### src/logic/mbp_pkg.sv
// shared constants and carrier types for the memory bank and page select block
package mbp_pkg;
  // data-space locations of the write-only selection registers
  localparam logic [7:0] ROM_WIN_ADDR = 8'hc9;
  localparam logic [7:0] PAGE_ADDR = 8'hca;
  localparam logic [7:0] BANK_ADDR = 8'he8;
  // data-space areas
  localparam logic [7:0] BANK_AREA_LO = 8'h00;
  localparam logic [7:0] BANK_AREA_HI = 8'h3f;
  localparam logic [7:0] WIN_AREA_LO = 8'h40;
  localparam logic [7:0] WIN_AREA_HI = 8'h7f;
  // field layout
  localparam int PC_W = 12;
  localparam int PAGE_OFS_W = 11;
  localparam int PAGE_FIELD_W = 5;
  localparam int WIN_OFS_W = 6;
  localparam int BANK_OFS_W = 6;
  localparam int COUNTER_TOP_BIT = 11;
  localparam logic [4:0] STATIC_PAGE = 5'h01;
  localparam int STACK_DEPTH = 6;
  // 16 kbyte reach of the data window: 14 address bits
  localparam int WIN_REACH_W = 14;

  // data-space access from the core
  typedef struct packed {
    logic       wr;
    logic       rd;
    logic [7:0] addr;
    logic [7:0] wdata;
  } mbp_dspace_s;
endpackage : mbp_pkg

### src/logic/mbp_sel_reg.sv
// write-only selection register with no reset
`timescale 1ns/10ps
module mbp_sel_reg #(
  parameter int W = 8,
  parameter logic [7:0] ADDR = 8'h00
) (
  // clock
  input wire logic i_sys_clk,
  // data-space write
  input wire mbp_pkg::mbp_dspace_s i_acc,
  // held value
  output logic [W-1:0] o_val
);
  // no reset on purpose: content stays undefined until first write
  always_ff @(posedge i_sys_clk) begin
    if (i_acc.wr && i_acc.addr == ADDR) begin
      o_val <= i_acc.wdata[W-1:0];
    end
  end
endmodule : mbp_sel_reg

### src/logic/mbp_stack.sv
// six-level return address stack outside the data space
`timescale 1ns/10ps
module mbp_stack #(
  parameter int DEPTH = mbp_pkg::STACK_DEPTH,
  parameter int W = mbp_pkg::PC_W
) (
  // clock and reset
  input wire logic i_sys_clk,
  input wire logic i_nrst,
  // push and pop
  input wire logic i_push,
  input wire logic i_pop,
  input wire logic [W-1:0] i_push_addr,
  // top of stack
  output logic [W-1:0] o_top
);
  logic [W-1:0] lvl_q [DEPTH];

  generate
    for (genvar i = 0; i < DEPTH; i++) begin : g_lvl
      logic [W-1:0] push_in;
      logic [W-1:0] pop_in;
      // end levels pick their source at elaboration, no out-of-range index
      if (i == 0) begin : g_top
        assign push_in = i_push_addr;
      end else begin : g_mid_push
        assign push_in = lvl_q[i-1];
      end
      if (i == DEPTH - 1) begin : g_bottom
        assign pop_in = lvl_q[i];
      end else begin : g_mid_pop
        assign pop_in = lvl_q[i+1];
      end
      always_ff @(posedge i_sys_clk or negedge i_nrst) begin
        if (!i_nrst) begin
          lvl_q[i] <= '0;
        end else if (i_push) begin
          lvl_q[i] <= push_in;
        end else if (i_pop) begin
          lvl_q[i] <= pop_in;
        end
      end
    end
  endgenerate

  assign o_top = lvl_q[0];
endmodule : mbp_stack

### src/logic/mbp_bank_page.sv
// program page, data bank and rom window selection for the core
`timescale 1ns/10ps

// Overview of operation
// - page register written only at CAh; no bit set or clear on it.
// - page register picks the 2-kbyte rom bank for the lower half.
// - page register has no reset; undefined until first write.
// - interrupts and calls leave the page register untouched.
// - bank register written only at E8h; no bit operations.
// - bank register picks a 64-byte bank for data addresses 00h-3Fh.
// - bank register has no reset; interrupts and calls leave it alone.
// - window register written only at C9h; no bit operations.
// - reads at 40h-7Fh use window bits over six low address bits.
// - program counter is 12 bits; wider rom only through page select.
// - banked rom only for counter 000h-7FFh; upper half is static.
// - counter top bit one picks page 1; else page bits pick page.
// - page 1 below and the static half hit the same rom bytes.
// - top three page bits unused; only needed low page bits kept.
// - stack is six 12-bit return registers outside the data space.
// - data window never reaches rom above 16 kbytes.
module mbp_bank_page #(
  parameter int PAGE_BITS = 4,
  parameter int BANK_BITS = 4
) (
  // clock and reset
  input wire logic i_sys_clk,
  input wire logic i_nrst,
  // core program fetch
  input wire logic [mbp_pkg::PC_W-1:0] i_pc,
  // core data-space access
  input wire mbp_pkg::mbp_dspace_s i_acc,
  // call and return
  input wire logic i_push,
  input wire logic i_pop,
  input wire logic [mbp_pkg::PC_W-1:0] i_push_addr,
  // program rom address
  output logic [PAGE_BITS+mbp_pkg::PAGE_OFS_W-1:0] o_prog_addr,
  // banked ram/eeprom access
  output logic o_bank_sel,
  output logic [BANK_BITS+mbp_pkg::BANK_OFS_W-1:0] o_bank_addr,
  // data rom window read
  output logic o_win_rd,
  output logic [mbp_pkg::WIN_REACH_W-1:0] o_win_addr,
  // stack top for return
  output logic [mbp_pkg::PC_W-1:0] o_ret_addr
);
  localparam int WIN_SEL_W = mbp_pkg::WIN_REACH_W - mbp_pkg::WIN_OFS_W;
  localparam int PA_W = PAGE_BITS + mbp_pkg::PAGE_OFS_W;

  logic [PAGE_BITS-1:0] page_val;
  logic [BANK_BITS-1:0] bank_val;
  logic [WIN_SEL_W-1:0] win_val;
  logic [PAGE_BITS-1:0] page_eff;
  logic [PA_W-1:0] prog_addr_d;
  logic [PA_W-1:0] prog_addr_q;
  logic bank_sel_q;
  logic [BANK_BITS+mbp_pkg::BANK_OFS_W-1:0] bank_addr_q;
  logic win_rd_q;
  logic [mbp_pkg::WIN_REACH_W-1:0] win_addr_q;
  logic [mbp_pkg::PC_W-1:0] ret_top;
  logic [mbp_pkg::PC_W-1:0] ret_q;
  logic in_bank;
  logic in_win;

  // page select register, only low page bits kept
  mbp_sel_reg #(
    .W(PAGE_BITS),
    .ADDR(mbp_pkg::PAGE_ADDR)
  ) u_page (
    .i_sys_clk(i_sys_clk),
    .i_acc(i_acc),
    .o_val(page_val)
  );

  // data bank select register
  mbp_sel_reg #(
    .W(BANK_BITS),
    .ADDR(mbp_pkg::BANK_ADDR)
  ) u_bank (
    .i_sys_clk(i_sys_clk),
    .i_acc(i_acc),
    .o_val(bank_val)
  );

  // rom window register, truncated to the 16 kbyte reach
  mbp_sel_reg #(
    .W(WIN_SEL_W),
    .ADDR(mbp_pkg::ROM_WIN_ADDR)
  ) u_win (
    .i_sys_clk(i_sys_clk),
    .i_acc(i_acc),
    .o_val(win_val)
  );

  // return stack, separate from the data space
  mbp_stack u_stack (
    .i_sys_clk(i_sys_clk),
    .i_nrst(i_nrst),
    .i_push(i_push),
    .i_pop(i_pop),
    .i_push_addr(i_push_addr),
    .o_top(ret_top)
  );

  // page mapping: upper half always static page
  always_comb begin
    if (i_pc[mbp_pkg::COUNTER_TOP_BIT]) begin
      page_eff = mbp_pkg::STATIC_PAGE[PAGE_BITS-1:0];
    end else begin
      page_eff = page_val;
    end
    prog_addr_d = {page_eff, i_pc[mbp_pkg::PAGE_OFS_W-1:0]};
  end

  assign in_bank = i_acc.addr <= mbp_pkg::BANK_AREA_HI;
  assign in_win = (i_acc.addr >= mbp_pkg::WIN_AREA_LO) && (i_acc.addr <= mbp_pkg::WIN_AREA_HI);

  always_ff @(posedge i_sys_clk or negedge i_nrst) begin
    if (!i_nrst) begin
      prog_addr_q <= '0;
    end else begin
      prog_addr_q <= prog_addr_d;
    end
  end

  // banked ram/eeprom decode
  always_ff @(posedge i_sys_clk or negedge i_nrst) begin
    if (!i_nrst) begin
      bank_sel_q <= 1'b0;
      bank_addr_q <= '0;
    end else begin
      bank_sel_q <= (i_acc.rd || i_acc.wr) && in_bank;
      bank_addr_q <= {bank_val, i_acc.addr[mbp_pkg::BANK_OFS_W-1:0]};
    end
  end

  // data rom window read
  always_ff @(posedge i_sys_clk or negedge i_nrst) begin
    if (!i_nrst) begin
      win_rd_q <= 1'b0;
      win_addr_q <= '0;
    end else begin
      win_rd_q <= i_acc.rd && in_win;
      win_addr_q <= {win_val, i_acc.addr[mbp_pkg::WIN_OFS_W-1:0]};
    end
  end

  always_ff @(posedge i_sys_clk or negedge i_nrst) begin
    if (!i_nrst) begin
      ret_q <= '0;
    end else begin
      ret_q <= ret_top;
    end
  end

  assign o_prog_addr = prog_addr_q;
  assign o_bank_sel = bank_sel_q;
  assign o_bank_addr = bank_addr_q;
  assign o_win_rd = win_rd_q;
  assign o_win_addr = win_addr_q;
  assign o_ret_addr = ret_q;
endmodule : mbp_bank_page

### config.mk
export PLATFORM = sky130hd
export DESIGN_NAME = mbp_bank_page
export DESIGN_NICKNAME = d
export VERILOG_FILES = /design/src/logic/mbp_pkg.sv /design/src/logic/mbp_sel_reg.sv /design/src/logic/mbp_stack.sv /design/src/logic/mbp_bank_page.sv
export SDC_FILE = /design/constraint.sdc
export NUM_CORES = 1
export LEC_CHECK = 0
export BUFFER_PORTS_ARGS = -buffer_cell sky130_fd_sc_hd__buf_2
export CAP_MARGIN = 20
export CORE_MARGIN = 4
export CORE_UTILIZATION = 30
export DETAILED_ROUTE_END_ITERATION = 8
export SLEW_MARGIN = 25
export SYNTH_ARGS = -nofsm -noshare
export SYNTH_HDL_FRONTEND = slang
export SYNTH_SLANG_ARGS = --single-unit
### constraint.sdc
create_clock -name i_sys_clk -period 1.34 [get_ports i_sys_clk]
set_input_delay 0.201 -clock i_sys_clk [delete_from_list [all_inputs] [get_ports i_sys_clk]]
set_output_delay 0.201 -clock i_sys_clk [all_outputs]
set_load 0.03 [all_outputs]
==> Word level (Yosys, flattened, before mapping) <==
Index checks and enable logic that the tools add are counted.
{ "totals": {"regBits": 141, "in_bits": 46, "output_inout_bits": 53, "wordCells": 40} }
{ "classes": {"n_lt_le_gt_ge": 3, "n_eq_ne": 3, "mux": 11, "n_reduce_logical": 8} }
{ "op_table": {"columns": ["cell", "count"], "rows": [
  ["12-bit two-way mux", 10],
  ["8-bit == test, second input constant", 3],
  ["8-bit by 7-bit >= comparator with 1-bit output, second input constant", 1],
  ["8-bit by 6-bit <= comparator with 1-bit output, second input constant", 1],
  ["8-bit by 7-bit <= comparator with 1-bit output, second input constant", 1],
  ["1-bit logical AND", 6],
  ["4-bit two-way mux", 1],
  ["2-bit nonzero test", 1],
  ["1-bit logical OR", 1]
]} }

==> Logic depth before layout (Yosys ltp) <==
{ "logic_depth": {"depth_word": 3, "mapped_depth": 4, "ltp_nobuf": 2} }

==> Modules after synthesis <==
Synthesis repeated with hierarchy kept, for this count alone.
{ "unflattened": {"cells_unflattened": 371, "hier_area_um2": 5106.1} }
{ "modules_own_cells": {"columns": ["mod", "n_inst", "cells_each", "area_each_um2"], "rows": [
  ["mbp_stack", 1, 285, 3274.4],
  ["mbp_bank_page", 1, 60, 1263.7],
  ["mbp_sel_reg at u_win", 1, 11, 269.0],
  ["mbp_sel_reg at u_bank", 1, 8, 150.1],
  ["mbp_sel_reg at u_page", 1, 7, 148.9]
]} }

==> Worst setup path after synthesis <==
Ideal clock, no wire load.
{ "synth_timing": {"kind": "input to register", "start": "in i_acc[12] in the netlist's numbering", "end": "reg u_win.o_val[0] (enable)", "t_arrival_ns": 0.774, "path_slack_ns": 0.234, "stages": 2, "path_cell_list": "and4bb_2 > and3_1"} }
{ "synth_between": {"elab_chain_cells": 2} }
{ "synth_rtl": {"columns": ["element", "line", "source"], "rows": [
  ["from (decl)", "mbp_bank_page.sv:31", "input wire mbp_pkg::mbp_dspace_s i_acc,"],
  ["8-bit == test", "mbp_sel_reg.sv:16", "if (i_acc.wr && i_acc.addr == ADDR) begin"],
  ["1-bit logical AND", "mbp_sel_reg.sv:16", null],
  ["to (signal assigned)", "mbp_sel_reg.sv:17", "o_val <= i_acc.wdata[W-1:0];"],
  ["to (decl)", "mbp_sel_reg.sv:12", "output logic [W-1:0] o_val"]
]} }
Every way passes these cells.
A chain may end at the register's enable or synchronous reset.

==> Worst setup path in the final report <==
{ "layout_timing": {"start": "in i_acc[11] in the netlist's numbering", "end": "reg u_bank.o_val[1] (enable)"} }
{ "layout_between": {"elab_chain_cells": 2} }
{ "layout_rtl": {"columns": ["element", "line"], "rows": [
  ["8-bit == test", "mbp_sel_reg.sv:16"],
  ["1-bit logical AND", "mbp_sel_reg.sv:16"],
  ["to (signal assigned)", "mbp_sel_reg.sv:17"],
  ["to (decl)", "mbp_sel_reg.sv:12"]
]} }
Every way passes these cells.

==> report_table.html <==
<table>
<tr><th>Metric</th><th>Value</th></tr>
<tr><th colspan="2">Clock tree</th></tr>
<tr><td>Number of setup buffers added after CTS</td><td>0</td></tr>
<tr><td>Buffer levels on the longest clock path</td><td>2</td></tr>
<tr><td>Clock transition at the registers of the reported paths</td><td>0.06 ns</td></tr>
<tr><td>H-tree levels</td><td>4</td></tr>
<tr><td>CTS tree</td><td>yes</td></tr>
<tr><td>Root buffer cell</td><td>clkbuf_16</td></tr>
<tr><td>Clock latency reported for the late side of the worst-skew pair</td><td>0.41 ns</td></tr>
<tr><td>TritonCTS Buffers</td><td>17</td></tr>
<tr><td>Number of clock sinks</td><td>135</td></tr>
<tr><th colspan="2">Finish</th></tr>
<tr><td>Diodes inserted</td><td>0</td></tr>
<tr><td>Combined flip-flop and latch cell area</td><td>0.00346 mm²</td></tr>
<tr><td>Non-filler instance count after layout</td><td>741</td></tr>
<tr><td>Total area of multi-input combinational cells</td><td>0.00144 mm²</td></tr>
<tr><td>Fraction of final layout cells sized beyond drive strength 1</td><td>34.0%</td></tr>
<tr><td>Net count reported at finish</td><td>554</td></tr>
<tr><td>Fill cell count</td><td>1586</td></tr>
<tr><td>Layout overhead on the synthesized area</td><td>31.8%</td></tr>
<tr><th colspan="2">Yosys</th></tr>
<tr><td>Number of synthesized flops with an enable pin</td><td>16</td></tr>
<tr><td>Commonest cells post-synth</td><td>119 x dfrtp_1, 60 x mux2i_1, 60 x nand2_1</td></tr>
<tr><td>Biggest area contributors in the synthesized netlist</td><td>dfrtp_1 58%, mux2i_1 12%, edfxtp_1 9.3%</td></tr>
<tr><td>Synthesized area per cell</td><td>14.0 µm²</td></tr>
<tr><td>Async SR Flop Fraction</td><td>88.1%</td></tr>
<tr><td>Net count after synthesis</td><td>414</td></tr>
<tr><td>Post-synthesis cell area</td><td>0.00517 mm²</td></tr>
<tr><td>Netlist cell types</td><td>19</td></tr>
<tr><td>Prevailing post-synth register cell</td><td>dfrtp_1</td></tr>
<tr><td>Portion of the post-synthesis area used by sequential elements</td><td>66.9%</td></tr>
<tr><td>Cell accounting for the most synthesized area</td><td>dfrtp_1</td></tr>
<tr><td>Proportion of netlist area held by the largest area contributor</td><td>57.6%</td></tr>
<tr><td>Gate count of the mapped netlist</td><td>368</td></tr>
<tr><td>Flip-flop and latch count after synthesis</td><td>135</td></tr>
<tr><td>Most frequent cell after synthesis</td><td>dfrtp_1</td></tr>
<tr><td>Number of warning messages in the yosys log</td><td>0</td></tr>
<tr><th colspan="2">Outcome</th></tr>
<tr><td>Outcome</td><td>complete, no violations</td></tr>
<tr><th colspan="2">GRT</th></tr>
<tr><td>Maximum number of pins on one net before global-route repair</td><td>53</td></tr>
<tr><td>Overall global routing resource usage</td><td>10.8%</td></tr>
<tr><td>Initial antenna violation count</td><td>0</td></tr>
<tr><td>Global-route wire length before repair</td><td>16.8 mm</td></tr>
<tr><td>Grt total ovfl</td><td>0</td></tr>
<tr><td>Via count of the first global-routing pass</td><td>3389</td></tr>
<tr><th colspan="2">Setup path</th></tr>
<tr><td>Crit path from</td><td>i_acc[11]</td></tr>
<tr><td>Worst setup path class</td><td>in2reg</td></tr>
<tr><td>Cell family with most CP delay</td><td>buffers and inverters</td></tr>
<tr><td>Largest driver fanout on the critical path</td><td>4</td></tr>
<tr><td>Delay of the slowest cell on the worst path</td><td>0.53 ns</td></tr>
<tr><td>Startpoint Class</td><td>input pin</td></tr>
<tr><td>RR Startpoint</td><td>u_stack.g_lvl[3].pop_in[1]</td></tr>
<tr><td>Worst path depth</td><td>4</td></tr>
<tr><td>Worst reg2reg path endpoint</td><td>u_stack.g_lvl[4].pop_in[1]</td></tr>
<tr><td>Worst path arrival time</td><td>1.36 ns</td></tr>
<tr><td>Kind of capture point of the worst setup path</td><td>register</td></tr>
<tr><td>Data required, critical path</td><td>1.45 ns</td></tr>
<tr><td>R2R depth</td><td>1</td></tr>
<tr><td>Cell-by-cell listing of the critical path</td><td>dlygate4sd3_1 &gt; buf_2 &gt; and4bb_2 &gt; and3_1</td></tr>
<tr><td>Cell at the slowest stage of the critical path</td><td>dlygate4sd3_1</td></tr>
<tr><td>CP Capture Point</td><td>u_bank.o_val[1]</td></tr>
<tr><td>CP Buf/Inv Count</td><td>2</td></tr>
<tr><td>Reg-to-reg slack, setup</td><td>0.56 ns</td></tr>
<tr><th colspan="2">Detailed routing</th></tr>
<tr><td>Overall routed net length</td><td>9.69 mm</td></tr>
<tr><td>Pre-antenna DRT Iters</td><td>4</td></tr>
<tr><td>Antenna-violating nets left</td><td>0</td></tr>
<tr><td>Remaining DRCs</td><td>0</td></tr>
<tr><td>Wire length per cell after detailed routing</td><td>13.1 µm</td></tr>
<tr><td>Number of vias per cell</td><td>4.28</td></tr>
<tr><td>Total number of vias</td><td>3174</td></tr>
<tr><td>Number of DRC markers after the initial detailed-route iteration</td><td>95</td></tr>
<tr><th colspan="2">Pwr</th></tr>
<tr><td>Overall power consumption</td><td>10.8 mW</td></tr>
<tr><td>P per Cell Area</td><td>1590 mW/mm²</td></tr>
<tr><td>Worst vdd rail ir drop</td><td>1040 µV</td></tr>
<tr><td>Leakage component of the power</td><td>3.22 nW</td></tr>
<tr><th colspan="2">Floorplan</th></tr>
<tr><td>Width of the chip</td><td>139 µm</td></tr>
<tr><td>Initial standard-cell utilization of the core</td><td>30.8%</td></tr>
<tr><td>Die Height</td><td>139 µm</td></tr>
<tr><td>Boundary pin count</td><td>99</td></tr>
<tr><td>FP Rows</td><td>47</td></tr>
<tr><td>Floorplan Core Area</td><td>0.0168 mm²</td></tr>
<tr><td>Area of the die</td><td>0.0194 mm²</td></tr>
<tr><th colspan="2">STA</th></tr>
<tr><td>Part of the cycle the worst path needs</td><td>93.8%</td></tr>
<tr><td>Highest Clock Rate</td><td>796 MHz</td></tr>
<tr><td>Final Max Slew Viols</td><td>0</td></tr>
<tr><td>RSZ-0062 raised after global routing</td><td>false</td></tr>
<tr><td>Minimum clock period after layout</td><td>1.26 ns</td></tr>
<tr><td>Worst setup skew after layout</td><td>0.00647 ns</td></tr>
<tr><td>Tightest Pin Transition</td><td>0.323 ns</td></tr>
<tr><td>Relative slew margins</td><td>78.4%</td></tr>
<tr><td>Number of hold violations in the final report</td><td>0</td></tr>
<tr><td>Final setup violation count</td><td>0</td></tr>
<tr><th colspan="2">Placement</th></tr>
<tr><td>Placed Cells</td><td>671</td></tr>
<tr><td>Port Buf Inserts</td><td>98</td></tr>
<tr><td>Gpl congestion</td><td>0.798</td></tr>
<tr><td>Post-detailed-placement half-perimeter wirelength</td><td>6.31 mm</td></tr>
<tr><th colspan="2">Hold path</th></tr>
<tr><td>Worst min-delay path class</td><td>in2reg</td></tr>
<tr><td>Count of cells along the worst hold path</td><td>3</td></tr>
<tr><th colspan="2">Run</th></tr>
<tr><td>MaxCap Viol Count</td><td>0</td></tr>
</table>
## worst min-delay path by stage
| stage | endpoint | slack, ns | start |
|---|---|---|---|
| detailed placement | o_ret_addr[11] | 0.12 | i_nrst |
| finish | u_stack.o_top[8] | 0.02 | i_push_addr[8] |
| floorplan | o_bank_addr[0] | -0.09 | i_nrst |
| CTS | u_stack.o_top[8] | 0.004 | i_push_addr[8] |
| global route | u_stack.o_top[8] | 0.03 | i_push_addr[8] |
| global placement | o_ret_addr[11] | 0.12 | i_nrst |
## layout by cell type, fill, tap and decap left out
master / n
dfrtp_1: 119
nand2_1: 60
dlygate4sd3_1: 38
edfxtp_1: 16
clkinv_4: 2
or2_2: 1
o21ai_2: 19
inv_8: 3
buf_12: 5
buf_2: 95
and3b_1: 1
bufinv_16: 2
and3_1: 2
buf_4: 10
clkbuf_16: 17
and3_2: 1
mux2i_1: 60
nor2_1: 1
nor2b_1: 3
o21ai_1: 41
and4bb_2: 2
mux2_2: 12
nor3_1: 1
inv_6: 7
clkinvlp_4: 1
nor4bb_1: 2
## metal layers
metal / wire, µm / global-route usage (%) / vias up
li1: - / - / 1557
met2: 4590 / 17.0 / 98
met4: 122 / 4.48 / 0
met3: 899 / 5.08 / 7
met1: 4080 / 12.7 / 1512
met5: 0 / 0 / -
## sequential cells by signal, indices dropped and copies added (netlist names)
name / flops
o_ret_addr: 12
u_bank.o_val: 4
u_stack.g_lvl.pop_in: 60
u_page.o_val: 4
o_bank_addr: 10
o_win_addr: 8
u_win.o_val: 8
u_stack.o_top: 12
o_bank_sel: 1
o_prog_addr: 15
o_win_rd: 1
## per-stage QoR
stage / setup TNS (ns) / setup slack [ns] / area, µm² / hold slack [ns] / utilization (%)
final: 0 / 0.0834 / 6810 / 0.0210 / 40.6
after global routing: 0 / 0.0263 / 6810 / 0.0311 / 40.6
after CTS: 0 / 0.0161 / 6810 / 0.00382 / 40.6
after detailed placement: -0.0794 / -0.0102 / 5820 / 0.124 / 34.7
after global placement: 0 / 0.0163 / 5820 / 0.116 / 34.7
after floorplan: 0 / 0.234 / 5170 / -0.0946 / -
## layout make-up
type / instances / share of cell area, %
tap: 220 / 4.04
clock inverter: 15 / 2.65
multi-input combinational: 206 / 21.1
sequential: 135 / 50.8
timing repair buffer: 148 / 15.1
clock buffer: 17 / 6.25
## kinds of logic (layout without fill, tap and decap cells)
| group | Yosys count | count (layout) | share of synthesized area (%) |
|---|---|---|---|
| buffers and inverters | 27 | 180 | 5.23 |
| multiplexers | 72 | 72 | 14.2 |
| AO/OA/AOI/OAI | 60 | 60 | 7.19 |
| flip-flops | 135 | 135 | 66.9 |
| AND/OR/NAND/NOR | 74 | 74 | 6.42 |
## tightest hold or removal path, cell delays in order
cell,delay (ns)
buf_2,0.08
nand2_1,0.06
o21ai_2,0.05
## timing repair
item                                   4_1_cts  5_1_grt
gates resized for setup                      0        1
hold buffers                                38        0
setup endpoints to repair                    0        8
endpoints found under the hold margin       67        0
## report_power, final
group / internal, mW / switching, mW / total (mW)
Combinational: 0.574 / 0.669 / 1.24
Sequential: 4.59 / 0.279 / 4.87
Clock: 2.83 / 1.90 / 4.72
Note: power is estimated with default switching activity, not from simulation.
